[config.mk]
export PLATFORM = sky130hd
export DESIGN_NAME = sbtc_top
export DESIGN_NICKNAME = d
export VERILOG_FILES = /design/src/sbtc_pkg.sv /design/src/sbtc_edge_if.sv /design/src/sbtc_top.sv /design/src/sbtc_edge.sv
export SDC_FILE = /design/constraint.sdc
export NUM_CORES = 1
export LEC_CHECK = 0
export ABC_CLOCK_PERIOD_IN_PS = 2700
export BUFFER_PORTS_ARGS = -buffer_cell sky130_fd_sc_hd__buf_2
export CORE_MARGIN = 1
export CORE_UTILIZATION = 52
export DETAILED_ROUTE_END_ITERATION = 12
export HOLD_SLACK_MARGIN = 0.15
export PLACE_DENSITY = 0.8
export SLEW_MARGIN = 20
export SYNTH_ARGS = -nofsm -noshare
export SYNTH_HDL_FRONTEND = slang
export SYNTH_SLANG_ARGS = --single-unit
[constraint.sdc]
create_clock -name i_sys_clk -period 2.7 [get_ports i_sys_clk]
set_clock_uncertainty 0.05 [all_clocks]
set_input_delay 0.54 -clock i_sys_clk [delete_from_list [all_inputs] [get_ports i_sys_clk]]
set_output_delay 0.54 -clock i_sys_clk [all_outputs]
set_load 0.01 [all_outputs]
[src/sbtc_pkg.sv]
// Constants of the sixteen-bit timer/counter: register map, fields and reset values.
// Assumes an AXI4-Lite master with 32-bit data and word-aligned addresses.
package sbtc_pkg;

  localparam int unsigned ADDR_W = 5;

  // Register byte offsets
  localparam logic [ADDR_W-1:0] OFS_CONTROL   = 5'h00;
  localparam logic [ADDR_W-1:0] OFS_COUNT_LOW = 5'h04;
  localparam logic [ADDR_W-1:0] OFS_COUNT_HIGH= 5'h08;
  localparam logic [ADDR_W-1:0] OFS_FLAGS     = 5'h0c;
  localparam logic [ADDR_W-1:0] OFS_IRQ_EN    = 5'h10;

  // Control field positions, then the overflow bit of the flag and enable registers
  localparam int unsigned BIT_WIDE_ACCESS = 7;
  localparam int unsigned BIT_SYSCLK_OSC  = 6;
  localparam int unsigned BIT_PRESC_HI    = 5;
  localparam int unsigned BIT_PRESC_LO    = 4;
  localparam int unsigned BIT_OSC_EN      = 3;
  localparam int unsigned BIT_SYNC_DIS    = 2;
  localparam int unsigned BIT_SRC_SEL     = 1;
  localparam int unsigned BIT_RUN         = 0;
  localparam int unsigned BIT_OVERFLOW    = 0;

  // Control bits that software may write; bit 6 is read-only status
  localparam logic [7:0] CONTROL_WMASK = 8'hbf;
  localparam logic [7:0] CONTROL_RESET = 8'h00;
  localparam logic [15:0] COUNT_RESET  = 16'h0000;
  localparam logic [15:0] COUNT_MAX    = 16'hffff;
  localparam logic [7:0] BUF_RESET     = 8'h00;
  localparam logic [2:0] PRESC_RESET   = 3'h0;

  // Compare unit mode that issues the special event trigger
  localparam logic [3:0] SPECIAL_EVENT_MODE = 4'hb;

  localparam logic [1:0] RESP_OKAY   = 2'h0;
  localparam logic [1:0] RESP_SLVERR = 2'h2;

endpackage

[src/sbtc_edge_if.sv]
// Carries the count clock level, its sync choice and the detected rising edge.
// Assumes both ends share i_sys_clk.
`timescale 1ns/1ps
`default_nettype none
interface sbtc_edge_if;
  logic raw;
  logic sync_bypass;
  logic rise;
  modport detector (input raw, input sync_bypass, output rise);
  modport user     (output raw, output sync_bypass, input rise);
endinterface
`default_nettype wire

[src/sbtc_top.sv]
// Sixteen-bit timer/counter with AXI4-Lite register access.
// Assumes i_sys_clk is the instruction clock and pin inputs are asynchronous.
// Contract
// - Control bit 7 selects buffered 16-bit access
// - Bit 6 shows system clock from oscillator
// - Bits 5-4 prescale 1:1 to 1:8
// - Bit 3 switches crystal oscillator on
// - Bit 2 bypasses external input synchroniser
// - Bit 1 picks instruction clock or external
// - Bit 0 runs counter; stopped holds value
// - Oscillator on forces pins input, read zero
// - Oscillator keeps running in every power mode
// - Wrap FFFFh to 0000h sets overflow flag
// - Interrupt only while overflow enable set
// - Special event trigger zeroes counter, starts conversion
// - Special event reset never sets overflow
// - Special reset skipped in unsynchronised counting
// - Software write beats special event reset
// - Low read copies high byte to buffer
// - Low write loads high byte from buffer
// - Wide mode high address reaches buffer only
// - Low write clears prescaler, high write not
`timescale 1ns/1ps
`default_nettype none
module sbtc_top
  import sbtc_pkg::*;
(
  input  wire logic                   i_sys_clk,
  input  wire logic                   i_arst_n,
  input  wire logic [sbtc_pkg::ADDR_W-1:0] i_s_axi_awaddr,
  input  wire logic                   i_s_axi_awvalid,
  output logic                        o_s_axi_awready,
  input  wire logic [31:0]            i_s_axi_wdata,
  input  wire logic [3:0]             i_s_axi_wstrb,
  input  wire logic                   i_s_axi_wvalid,
  output logic                        o_s_axi_wready,
  output logic [1:0]                  o_s_axi_bresp,
  output logic                        o_s_axi_bvalid,
  input  wire logic                   i_s_axi_bready,
  input  wire logic [sbtc_pkg::ADDR_W-1:0] i_s_axi_araddr,
  input  wire logic                   i_s_axi_arvalid,
  output logic                        o_s_axi_arready,
  output logic [31:0]                 o_s_axi_rdata,
  output logic [1:0]                  o_s_axi_rresp,
  output logic                        o_s_axi_rvalid,
  input  wire logic                   i_s_axi_rready,
  input  wire logic                   i_crystal_in_pin,
  output logic                        o_crystal_in_pin,
  output logic                        o_crystal_in_pin_oe_n,
  input  wire logic                   i_crystal_out_pin,
  output logic                        o_crystal_out_pin,
  output logic                        o_crystal_out_pin_oe_n,
  input  wire logic [1:0]             i_port_dir_input,
  input  wire logic [1:0]             i_port_latch,
  output logic [1:0]                  o_port_read,
  input  wire logic                   i_osc_clk,
  output logic                        o_crystal_osc_enable,
  input  wire logic                   i_sysclk_from_timer_osc,
  input  wire logic [3:0]             i_compare_unit_mode,
  input  wire logic                   i_compare_trigger,
  input  wire logic                   i_adc_enable,
  output logic                        o_adc_start,
  output logic                        o_overflow_flag,
  output logic                        o_overflow_irq
);
  import sbtc_pkg::*;

  typedef struct packed {
    logic [7:0]        ctrl;
    logic [15:0]       count;
    logic [7:0]        hbuf;
    logic [2:0]        presc;
    logic              ovf;
    logic              ovf_ie;
    logic              aw_full;
    logic [ADDR_W-1:0] aw_addr;
    logic              w_full;
    logic [7:0]        w_data;
    logic              w_lane0;
    logic              bvalid;
    logic [1:0]        bresp;
    logic              rvalid;
    logic [7:0]        rdata;
    logic [1:0]        rresp;
  } sbtc_state_t;

  sbtc_state_t st_reg;
  sbtc_state_t st_next;

  logic [1:0] rst_sync_reg;
  logic       rst_n;
  logic       osc_on;
  logic       wide;
  logic       ext_src;
  logic       unsync;
  logic       in_tick;
  logic       presc_tick;
  logic       special_rst;
  logic       do_write;
  logic       do_read;
  logic       wr_low;
  logic       wr_high;
  logic [2:0] presc_top;
  logic [15:0] inc_val;
  logic       wrap;
  logic [3:0] sysclk_osc_sync;

  sbtc_edge_if ext_edge ();

  // Reset is released through two flops; assertion stays asynchronous
  always_ff @(posedge i_sys_clk or negedge i_arst_n) begin
    if (!i_arst_n) begin
      rst_sync_reg <= 2'h0;
    end else begin
      rst_sync_reg <= {rst_sync_reg[0], 1'b1};
    end
  end
  assign rst_n = rst_sync_reg[1];

  assign wide    = st_reg.ctrl[BIT_WIDE_ACCESS];
  assign osc_on  = st_reg.ctrl[BIT_OSC_EN];
  assign ext_src = st_reg.ctrl[BIT_SRC_SEL];
  assign unsync  = ext_src & st_reg.ctrl[BIT_SYNC_DIS];

  // Oscillator enable ignores sleep and idle by design
  assign o_crystal_osc_enable = osc_on;

  // Pins turn to inputs and read zero while the oscillator owns them
  assign o_crystal_in_pin       = i_port_latch[1];
  assign o_crystal_out_pin      = i_port_latch[0];
  assign o_crystal_in_pin_oe_n  = osc_on | i_port_dir_input[1];
  assign o_crystal_out_pin_oe_n = osc_on | i_port_dir_input[0];
  assign o_port_read = osc_on ? 2'h0 : {sysclk_osc_sync[3], sysclk_osc_sync[2]};

  // Port readback of the two pins and the oscillator system clock flag, three flops each as for any pin input
  logic [2:0] pin_in_sync_reg;
  logic [2:0] pin_out_sync_reg;
  logic [2:0] runflag_sync_reg;
  always_ff @(posedge i_sys_clk or negedge rst_n) begin
    if (!rst_n) begin
      pin_in_sync_reg  <= 3'h0;
      pin_out_sync_reg <= 3'h0;
      runflag_sync_reg <= 3'h0;
      sysclk_osc_sync  <= 4'h0;
    end else begin
      pin_in_sync_reg  <= {pin_in_sync_reg[1:0], i_crystal_in_pin};
      pin_out_sync_reg <= {pin_out_sync_reg[1:0], i_crystal_out_pin};
      runflag_sync_reg <= {runflag_sync_reg[1:0], i_sysclk_from_timer_osc};
      if (pin_in_sync_reg[1] == pin_in_sync_reg[2]) begin
        sysclk_osc_sync[3] <= pin_in_sync_reg[2];
      end
      if (pin_out_sync_reg[1] == pin_out_sync_reg[2]) begin
        sysclk_osc_sync[2] <= pin_out_sync_reg[2];
      end
      if (runflag_sync_reg[1] == runflag_sync_reg[2]) begin
        sysclk_osc_sync[0] <= runflag_sync_reg[2];
      end
      sysclk_osc_sync[1] <= 1'b0;
    end
  end

  // External count clock: oscillator output when enabled, else the pin
  assign ext_edge.raw         = osc_on ? i_osc_clk : i_crystal_out_pin;
  assign ext_edge.sync_bypass = st_reg.ctrl[BIT_SYNC_DIS];

  sbtc_edge u_edge (
    .i_sys_clk (i_sys_clk),
    .i_rst_n   (rst_n),
    .edge_bus  (ext_edge)
  );

  // Sync bit only matters with the external source selected
  assign in_tick = ext_src ? ext_edge.rise : 1'b1;

  always_comb begin
    unique case (st_reg.ctrl[BIT_PRESC_HI:BIT_PRESC_LO])
      2'h0: presc_top = 3'h0;
      2'h1: presc_top = 3'h1;
      2'h2: presc_top = 3'h3;
      2'h3: presc_top = 3'h7;
    endcase
  end
  assign presc_tick = st_reg.ctrl[BIT_RUN] & in_tick & (st_reg.presc == presc_top);

  // Unsynchronised counting cannot promise the reset, so it is dropped there
  assign special_rst = i_compare_trigger & (i_compare_unit_mode == SPECIAL_EVENT_MODE)
                     & ~unsync;
  assign o_adc_start = i_compare_trigger & (i_compare_unit_mode == SPECIAL_EVENT_MODE)
                     & i_adc_enable;

  assign do_write = st_reg.aw_full & st_reg.w_full & ~st_reg.bvalid;
  assign do_read  = i_s_axi_arvalid & ~st_reg.rvalid;
  assign wr_low   = do_write & st_reg.w_lane0 & (st_reg.aw_addr == OFS_COUNT_LOW);
  assign wr_high  = do_write & st_reg.w_lane0 & (st_reg.aw_addr == OFS_COUNT_HIGH);

  assign inc_val = st_reg.count + 16'h0001;
  assign wrap    = presc_tick & (st_reg.count == COUNT_MAX);

  always_comb begin
    st_next = st_reg;

    // Prescaler: counts input ticks while running, cleared by low writes only
    if (st_reg.ctrl[BIT_RUN] & in_tick) begin
      st_next.presc = (st_reg.presc == presc_top) ? PRESC_RESET : st_reg.presc + 3'h1;
    end
    if (wr_low) begin
      st_next.presc = PRESC_RESET;
    end

    // Counter: increment, then special reset, then software write on top
    if (presc_tick) begin
      st_next.count = inc_val;
    end
    if (special_rst) begin
      st_next.count = COUNT_RESET;
    end
    if (wr_low) begin
      st_next.count[7:0] = st_reg.w_data;
      if (wide) begin
        st_next.count[15:8] = st_reg.hbuf;
      end
    end
    if (wr_high) begin
      if (wide) begin
        st_next.hbuf = st_reg.w_data;
      end else begin
        st_next.count[15:8] = st_reg.w_data;
      end
    end

    // Write channel capture; address and data may come in either order
    if (i_s_axi_awvalid & ~st_reg.aw_full) begin
      st_next.aw_full = 1'b1;
      st_next.aw_addr = i_s_axi_awaddr;
    end
    if (i_s_axi_wvalid & ~st_reg.w_full) begin
      st_next.w_full  = 1'b1;
      st_next.w_data  = i_s_axi_wdata[7:0];
      st_next.w_lane0 = i_s_axi_wstrb[0];
    end
    if (do_write) begin
      st_next.aw_full = 1'b0;
      st_next.w_full  = 1'b0;
      st_next.bvalid  = 1'b1;
      st_next.bresp   = RESP_OKAY;
      unique case (st_reg.aw_addr)
        OFS_CONTROL: begin
          if (st_reg.w_lane0) begin
            st_next.ctrl = st_reg.w_data & CONTROL_WMASK;
          end
        end
        OFS_FLAGS: begin
          if (st_reg.w_lane0 & st_reg.w_data[BIT_OVERFLOW]) begin
            st_next.ovf = 1'b0;
          end
        end
        OFS_IRQ_EN: begin
          if (st_reg.w_lane0) begin
            st_next.ovf_ie = st_reg.w_data[BIT_OVERFLOW];
          end
        end
        OFS_COUNT_LOW, OFS_COUNT_HIGH: begin
          st_next.bresp = RESP_OKAY;
        end
        default: begin
          st_next.bresp = RESP_SLVERR;
        end
      endcase
    end
    if (st_reg.bvalid & i_s_axi_bready) begin
      st_next.bvalid = 1'b0;
    end

    // Overflow set wins over a clear in the same cycle
    if (wrap) begin
      st_next.ovf = 1'b1;
    end

    // Read channel; low byte read snapshots the high byte in wide mode
    if (st_reg.rvalid & i_s_axi_rready) begin
      st_next.rvalid = 1'b0;
    end
    if (do_read) begin
      st_next.rvalid = 1'b1;
      st_next.rresp  = RESP_OKAY;
      st_next.rdata  = 8'h00;
      unique case (i_s_axi_araddr)
        OFS_CONTROL: begin
          st_next.rdata = st_reg.ctrl;
          st_next.rdata[BIT_SYSCLK_OSC] = sysclk_osc_sync[0];
        end
        OFS_COUNT_LOW: begin
          st_next.rdata = st_reg.count[7:0];
          if (wide) begin
            st_next.hbuf = st_reg.count[15:8];
          end
        end
        OFS_COUNT_HIGH: begin
          st_next.rdata = wide ? st_reg.hbuf : st_reg.count[15:8];
        end
        OFS_FLAGS: begin
          st_next.rdata[BIT_OVERFLOW] = st_reg.ovf;
        end
        OFS_IRQ_EN: begin
          st_next.rdata[BIT_OVERFLOW] = st_reg.ovf_ie;
        end
        default: begin
          st_next.rresp = RESP_SLVERR;
        end
      endcase
    end
  end

  always_ff @(posedge i_sys_clk or negedge rst_n) begin
    if (!rst_n) begin
      st_reg       <= '0;
      st_reg.ctrl  <= CONTROL_RESET;
      st_reg.count <= COUNT_RESET;
      st_reg.hbuf  <= BUF_RESET;
      st_reg.presc <= PRESC_RESET;
    end else begin
      st_reg <= st_next;
    end
  end

  assign o_s_axi_awready = ~st_reg.aw_full;
  assign o_s_axi_wready  = ~st_reg.w_full;
  assign o_s_axi_bvalid  = st_reg.bvalid;
  assign o_s_axi_bresp   = st_reg.bresp;
  assign o_s_axi_arready = ~st_reg.rvalid;
  assign o_s_axi_rvalid  = st_reg.rvalid;
  assign o_s_axi_rdata   = {24'h000000, st_reg.rdata};
  assign o_s_axi_rresp   = st_reg.rresp;

  assign o_overflow_flag = st_reg.ovf;
  assign o_overflow_irq  = st_reg.ovf & st_reg.ovf_ie;

endmodule
`default_nettype wire

[src/sbtc_edge.sv]
// Pin synchroniser and rising-edge finder for the external count clock.
// Assumes the count clock is far slower than i_sys_clk.
`timescale 1ns/1ps
`default_nettype none
module sbtc_edge
  import sbtc_pkg::*;
(
  input  wire logic       i_sys_clk,
  input  wire logic       i_rst_n,
  sbtc_edge_if.detector   edge_bus
);
  import sbtc_pkg::*;

  typedef struct packed {
    logic s1;
    logic s2;
    logic s3;
    logic level;
  } sbtc_edge_state_t;

  sbtc_edge_state_t st_reg;
  sbtc_edge_state_t st_next;

  always_comb begin
    st_next    = st_reg;
    st_next.s1 = edge_bus.raw;
    st_next.s2 = st_reg.s1;
    st_next.s3 = st_reg.s2;
    // Level only moves once two stages agree, filtering a metastable sample
    if (st_reg.s2 == st_reg.s3) begin
      st_next.level = st_reg.s3;
    end
  end

  // Bypass path answers one cycle sooner but skips the agreement filter
  assign edge_bus.rise = edge_bus.sync_bypass ? (st_reg.s2 & ~st_reg.s3)
                                              : (st_reg.s2 & st_reg.s3 & ~st_reg.level);

  always_ff @(posedge i_sys_clk or negedge i_rst_n) begin
    if (!i_rst_n) begin
      st_reg <= '0;
    end else begin
      st_reg <= st_next;
    end
  end

endmodule
`default_nettype wire

# Word-level counts from Yosys, hierarchy flattened
# Cells that the tools add are included.
totals:
  in_bits: 67
  ff_bits: 84
  wordCells: 133
  output_inout_bits: 51
classes:
  eq_ne: 18
  n_addsub: 2
  bitwise: 31
  n_reduce_logical: 17
  mux: 37
ops:
  columns: ["operator", "count"]
  rows:
  - ["$mux 8", 9]
  - ["$mux 16", 3]
  - ["$and 1x1->1", 22]
  - ["$pmux 7 s3", 1]
  - ["$eq 5x4->1 const B", 4]
  - ["$add 16x1->16 const B", 1]
  - ["$eq 16x16->1 const B", 1]
  - ["$reduce_bool 2->1", 8]
  - ["$mux 3", 5]
  - ["$pmux 3 s4", 1]
  - ["$mux 1", 11]
  - ["$mux 11", 1]
  - ["$eq 5x3->1 const B", 2]
  - ["$eq 5x5->1 const B", 2]
  - ["$logic_not 5->1", 2]
  - ["$mux 10", 1]
  - ["$reduce_or 5->1", 2]
  - ["$reduce_and 3->1", 3]
  - ["$not 1->1", 7]
  - ["$mux 2", 3]
  - ["$mux 6", 1]
  - ["$pmux 1 s5", 1]
  - ["$eq 1x1->1", 4]
  - ["$eq 2x2->1 const B", 2]
  - ["7 further kinds", 8]

# Logic depth before layout (Yosys ltp)
depth:
  ltp_word: 12
  depth_mapped: 9
  ltp_nobuf: 8

# By module
# Synthesis repeated with hierarchy kept, for this count alone.
unflattened:
  hier_cells: 457
  hier_area_um2: 4533.1
by_module_without_submodules:
  columns: ["module", "cells_each", "area_per_inst_um2", "n_inst", "seq_area_each_um2"]
  rows:
  - ["sbtc_top", 446, 4374.2, 1, 1951.9]
  - ["sbtc_edge", 11, 158.9, 1, 100.1]

# Least setup slack after synthesis
# OpenSTA, ideal clock, no wires.
synth_timing:
  path_kind: "register to register"
  from: "register u_edge.st_reg, in the netlist u_edge.st_next[1]"
  to: "register st_reg[48] (netlist bit)"
  synth_period_minus_slack_ns: 1.870
  t_arrival_ns: 1.695
  slack_ns: 0.830
  t_required_ns: 2.524
  setup_time_ns: 0.126
  path_buffers: 1
  path_stages_with_launch: 7
  path_cell_list: "dfrtp_1 ha_1 a21bo_2 o21ai_1 a21oi_2 buf_4 o311a_1"
synth_between:
  elab_chain_cells: 7
  elab_cells_between_ends: 8
  cone_classes: "mux: 2; bitwise: 5; reduce/logical: 1"
synth_lines:
  columns: ["element", "line", "source"]
  rows:
  - ["start, declared", "sbtc_edge.sv:21", "sbtc_edge_state_t st_reg;"]
  - ["start signal, assigned", "sbtc_edge.sv:43", "st_reg <= st_next;"]
  - ["$and 1x1->1 (2 in series)", "sbtc_edge.sv:37", ": (st_reg.s2 & st_reg.s3 & ~st_reg.level);"]
  - ["$mux 1 *", "sbtc_edge.sv:36", "assign edge_bus.rise = edge_bus.sync_bypass ? (st_reg.s2 & ~st_reg.s3)"]
  - ["$mux 1 *", "sbtc_top.sv:173", "assign in_tick = ext_src ? ext_edge.rise : 1'b1;"]
  - ["$and 1x1->1 * (2 in series)", "sbtc_top.sv:183", "assign presc_tick = st_reg.ctrl[BIT_RUN] & in_tick & (st_reg.presc == presc_top);"]
  - ["$reduce_bool 3->1 (no source line) *", null, null]
  - ["end signal, assigned", "sbtc_top.sv:322", "st_reg <= st_next;"]
  - ["end, declared", "sbtc_top.sv:87", "sbtc_state_t st_reg;"]
# Every way passes the cells marked *; elsewhere a longest branch is shown, timed or not.
# A chain may end at the register's enable or synchronous reset.

==> summary.md <==
| Metric | Value |
|---|---|
| PostCTS Resize Cnt | `0` |
| Dpl ws | `0.4881 ns` |
| Final hold violation count | `0` |
| Num rows | `32` |
| Register area share after synthesis | `0.4887` |
| Sequential power share | `0.513` |
| Cells along the critical path | `ha_1, nor3b_1, o21ai_1, a21oi_2, nand4_1, xnor2_1, a21o_1` |
| CP top delay family | `compound AO/OA/AOI/OAI gates` |
| Max Fanout on Critical Path | `16` |
| CP endpoint kind | `flop` |
| Die height | `91.86 um` |
| Routed vias | `3101` |
| CTS tree | `done` |
| EDFF count, synth | `0` |
| Pin count of the biggest net entering global routing | `81` |
| Placer congestion estimate | `0.8795` |
| GR met2 Demand/Resource | `0.3619` |
| Top-count cell post-synth | `dfrtp_1` |
| HP Class | `in2reg` |
| Peak supply drop | `0.5877 mV` |
| Post-CTS Setup Bufs | `0` |
| Tcrit/Tclk final | `0.8327` |
| YS warnings | `0` |
| Fmax | `444.8 MHz` |
| Global-route wire length before repair | `14560 um` |
| Layout cell share with drive strength beyond 1 | `0.2594` |
| Met1 capacity usage during global routing | `0.2853` |
| Crit-path max cell delay | `0.61 ns` |
| Die ar. | `8438 sq um` |
| Commonest cells in the netlist | `dfrtp_1, buf_4, o21ai_0` |
| Drt total wl | `8710 um` |
| Post-DRT Antenna Nets | `0` |
| Sw Ratio | `0.3558` |
| DPL Wire Length | `6103 um` |
| Final Cell Area | `4632 sq um` |
| CTS buffer count | `9` |
| Syn Area/Cell | `10.52 sq um` |
| WS Path Type | `reg2reg` |
| CP Data Required Time | `2.89 ns` |
| Combinational share of power | `0.263` |
| Vias per inst | `5.608` |
| Run status | `finished clean` |
| Final worst slack | `0.4518 ns` |
| # port buffers | `60` |
| Critical path's slowest cell | `a21oi_2` |
| Post-synth top area share | `0.4887` |
| GRT Total Usage | `0.2212` |
| Area contributors post-synth | `dfrtp_1, buf_4, mux2_2, mux2i_1, o21ai_0` |
| Most Used Layer, Global Route | `met2` |
| DR WL/cell | `15.75 um` |
| Initial Util | `0.5406` |
| Drt drc | `0` |
| Cell Pwr Density | `867.6 nW/um^2` |
| Cell count after synthesis | `399` |
| # diodes | `0` |
| Worst skew pair latency | `0.36 ns` |
| Worst path buffer plus inverter count | `0` |
| Area delta synth->final | `10.31%` |
| Setup TNS | `0 ns` |
| H-Tree Depth | `3` |
| Max Cap Viol | `0` |
| Final min period | `2.248 ns` |
| Vias in the first global route | `3039` |
| Antenna violations before repair | `0` |
| CTS max path bufs | `2` |
| Root buffer selected by CTS | `clkbuf_8` |
| Final nets | `517` |
| Core Area | `7767 sq um` |
| Fillers | `658` |
| Final Max Slew Viols | `0` |
| Flop2flop setup slack | `0.45 ns` |
| Placement Cell Area | `4398 sq um` |
| Final core utilization | `0.5963` |
| Clock power frac | `0.224` |
| Yosys reg bits | `82` |
| Netlist cell types | `52` |
| Crit path DAT | `2.44 ns` |
| Post-Syn Area | `4199 sq um` |
| IO Count | `118` |
| CTS sink count | `82` |
| P_leak | `0.002177 uW` |
| Clock transition at path regs | `0.09 ns` |
| GRT overflow | `0` |
| RSZ-0062 raised after global routing | `false` |
| Max reg flops | `48` |
| Drt first pass iters | `5` |
| Pint | `2589 uW` |
| FFs w/ async S/R, synth | `1.000` |
| Actual slew at the worst max-slew pin | `0.7388 ns` |
| NetSw | `1430 uW` |
| Startpoint Class | `flop` |
| Initial drt markers | `260` |
| Main synth FF type | `dfrtp_1` |
| Setup violations, final | `0` |
| Met3 Use GR | `0.06302` |
| Die width | `91.86 um` |
| Slew HR | `0.5075` |
| Yosys top cell by area | `dfrtp_1` |
| Fin Hold WS | `0.2462 ns` |
==> timing repair <==
item / CTS / global route
hold buffers: 1 / 0
endpoints found under the hold margin: 2 / 0
endpoints found under the setup margin: 0 / 0
==> final cells by class <==
cell class                 instances  area (sq um)  share of cell area
multi-input combinational        277          1843              0.3979
timing repair buffer              67         367.9             0.07942
tap                              102         127.6             0.02755
clock buffer                      10         137.6             0.02971
inverter                           9         33.78            0.007293
clock inverter                     6         66.31             0.01432
sequential                        82          2056              0.4438
==> worst register-to-register path, stage by stage, from the launching register on <==
cell     delay [ns]
dfrtp_1        0.39
ha_1           0.14
nor3b_1        0.17
o21ai_1        0.21
a21oi_2        0.61
nand4_1        0.21
xnor2_1        0.18
a21o_1         0.18
==> per-layer routing <==
metal	vias to the layer above	share of wire
li1	1437	-
met1	1500	0.43
met2	147	0.48
met3	17	0.077
met4	0	0.018
met5	-	0
==> power groups by stage <==
stage | clock network, uW | registers (uW) | logic (uW)
final | 899 | 2060 | 1060
after global routing | 967 | 2120 | 1170
after CTS | 924 | 2060 | 1040
after detailed placement | 0 | 2080 | 1030
after global placement | 0 | 2050 | 991
after floorplan | 0 | 1920 | 866
==> cells in the final DEF, fill, tap and decap left out, drive strengths merged, types with 5 or more instances in the layout <==
cell / instances
a211oi: 7
a21oi: 23
a22oi: 6
and2: 5
buf: 66
clkbuf: 10
clkinv: 5
conb: 27
dfrtp: 82
inv: 9
mux2: 24
mux2i: 18
nand2: 24
nand3: 6
nand4: 12
nor2: 26
nor2b: 6
o21ai: 31
xnor2: 6
xor2: 8
==> kinds of logic after synthesis <==
group | after synthesis | synth area share
DFF | 82 | 0.4887
muxes | 42 | 0.1073
and+or+nand+nor | 106 | 0.1427
adders and majority gates | 7 | 0.01907
AOI/OAI and AO/OA | 81 | 0.1165
xor gates and xnor gates | 14 | 0.02920
buffers and inverters | 65 | 0.09475
other | 2 | 0.001789
==> path summary, 6_finish.rpt <==
path | start | end | cells past startpoint
min | i_sysclk_from_timer_osc | runflag_sync_reg[0]$_DFF_PN0_ | 1
max reg2reg | u_edge.st_reg[1]$_DFF_PN0_ | st_reg[53]$_DFF_PN0_ | 7
min reg2reg | rst_sync_reg[1]$_DFF_PN0_ | st_reg[25]$_DFFE_PN0P_ | 0
max in group asynchronous | rst_sync_reg[1]$_DFF_PN0_ | st_reg[44]$_DFFE_PN0P_ | 1
min in group asynchronous | rst_sync_reg[1]$_DFF_PN0_ | st_reg[25]$_DFFE_PN0P_ | 0
max | u_edge.st_reg[1]$_DFF_PN0_ | st_reg[53]$_DFF_PN0_ | 7
==> stage by stage <==
step | cells | power (uW)
after floorplan | 424 | 2787
after global placement | 535 | 3042
after detailed placement | 535 | 3117
after CTS | 552 | 4031
after global routing | 553 | 4260
final | 553 | 4019
Note: power is estimated with default switching activity, not from simulation.
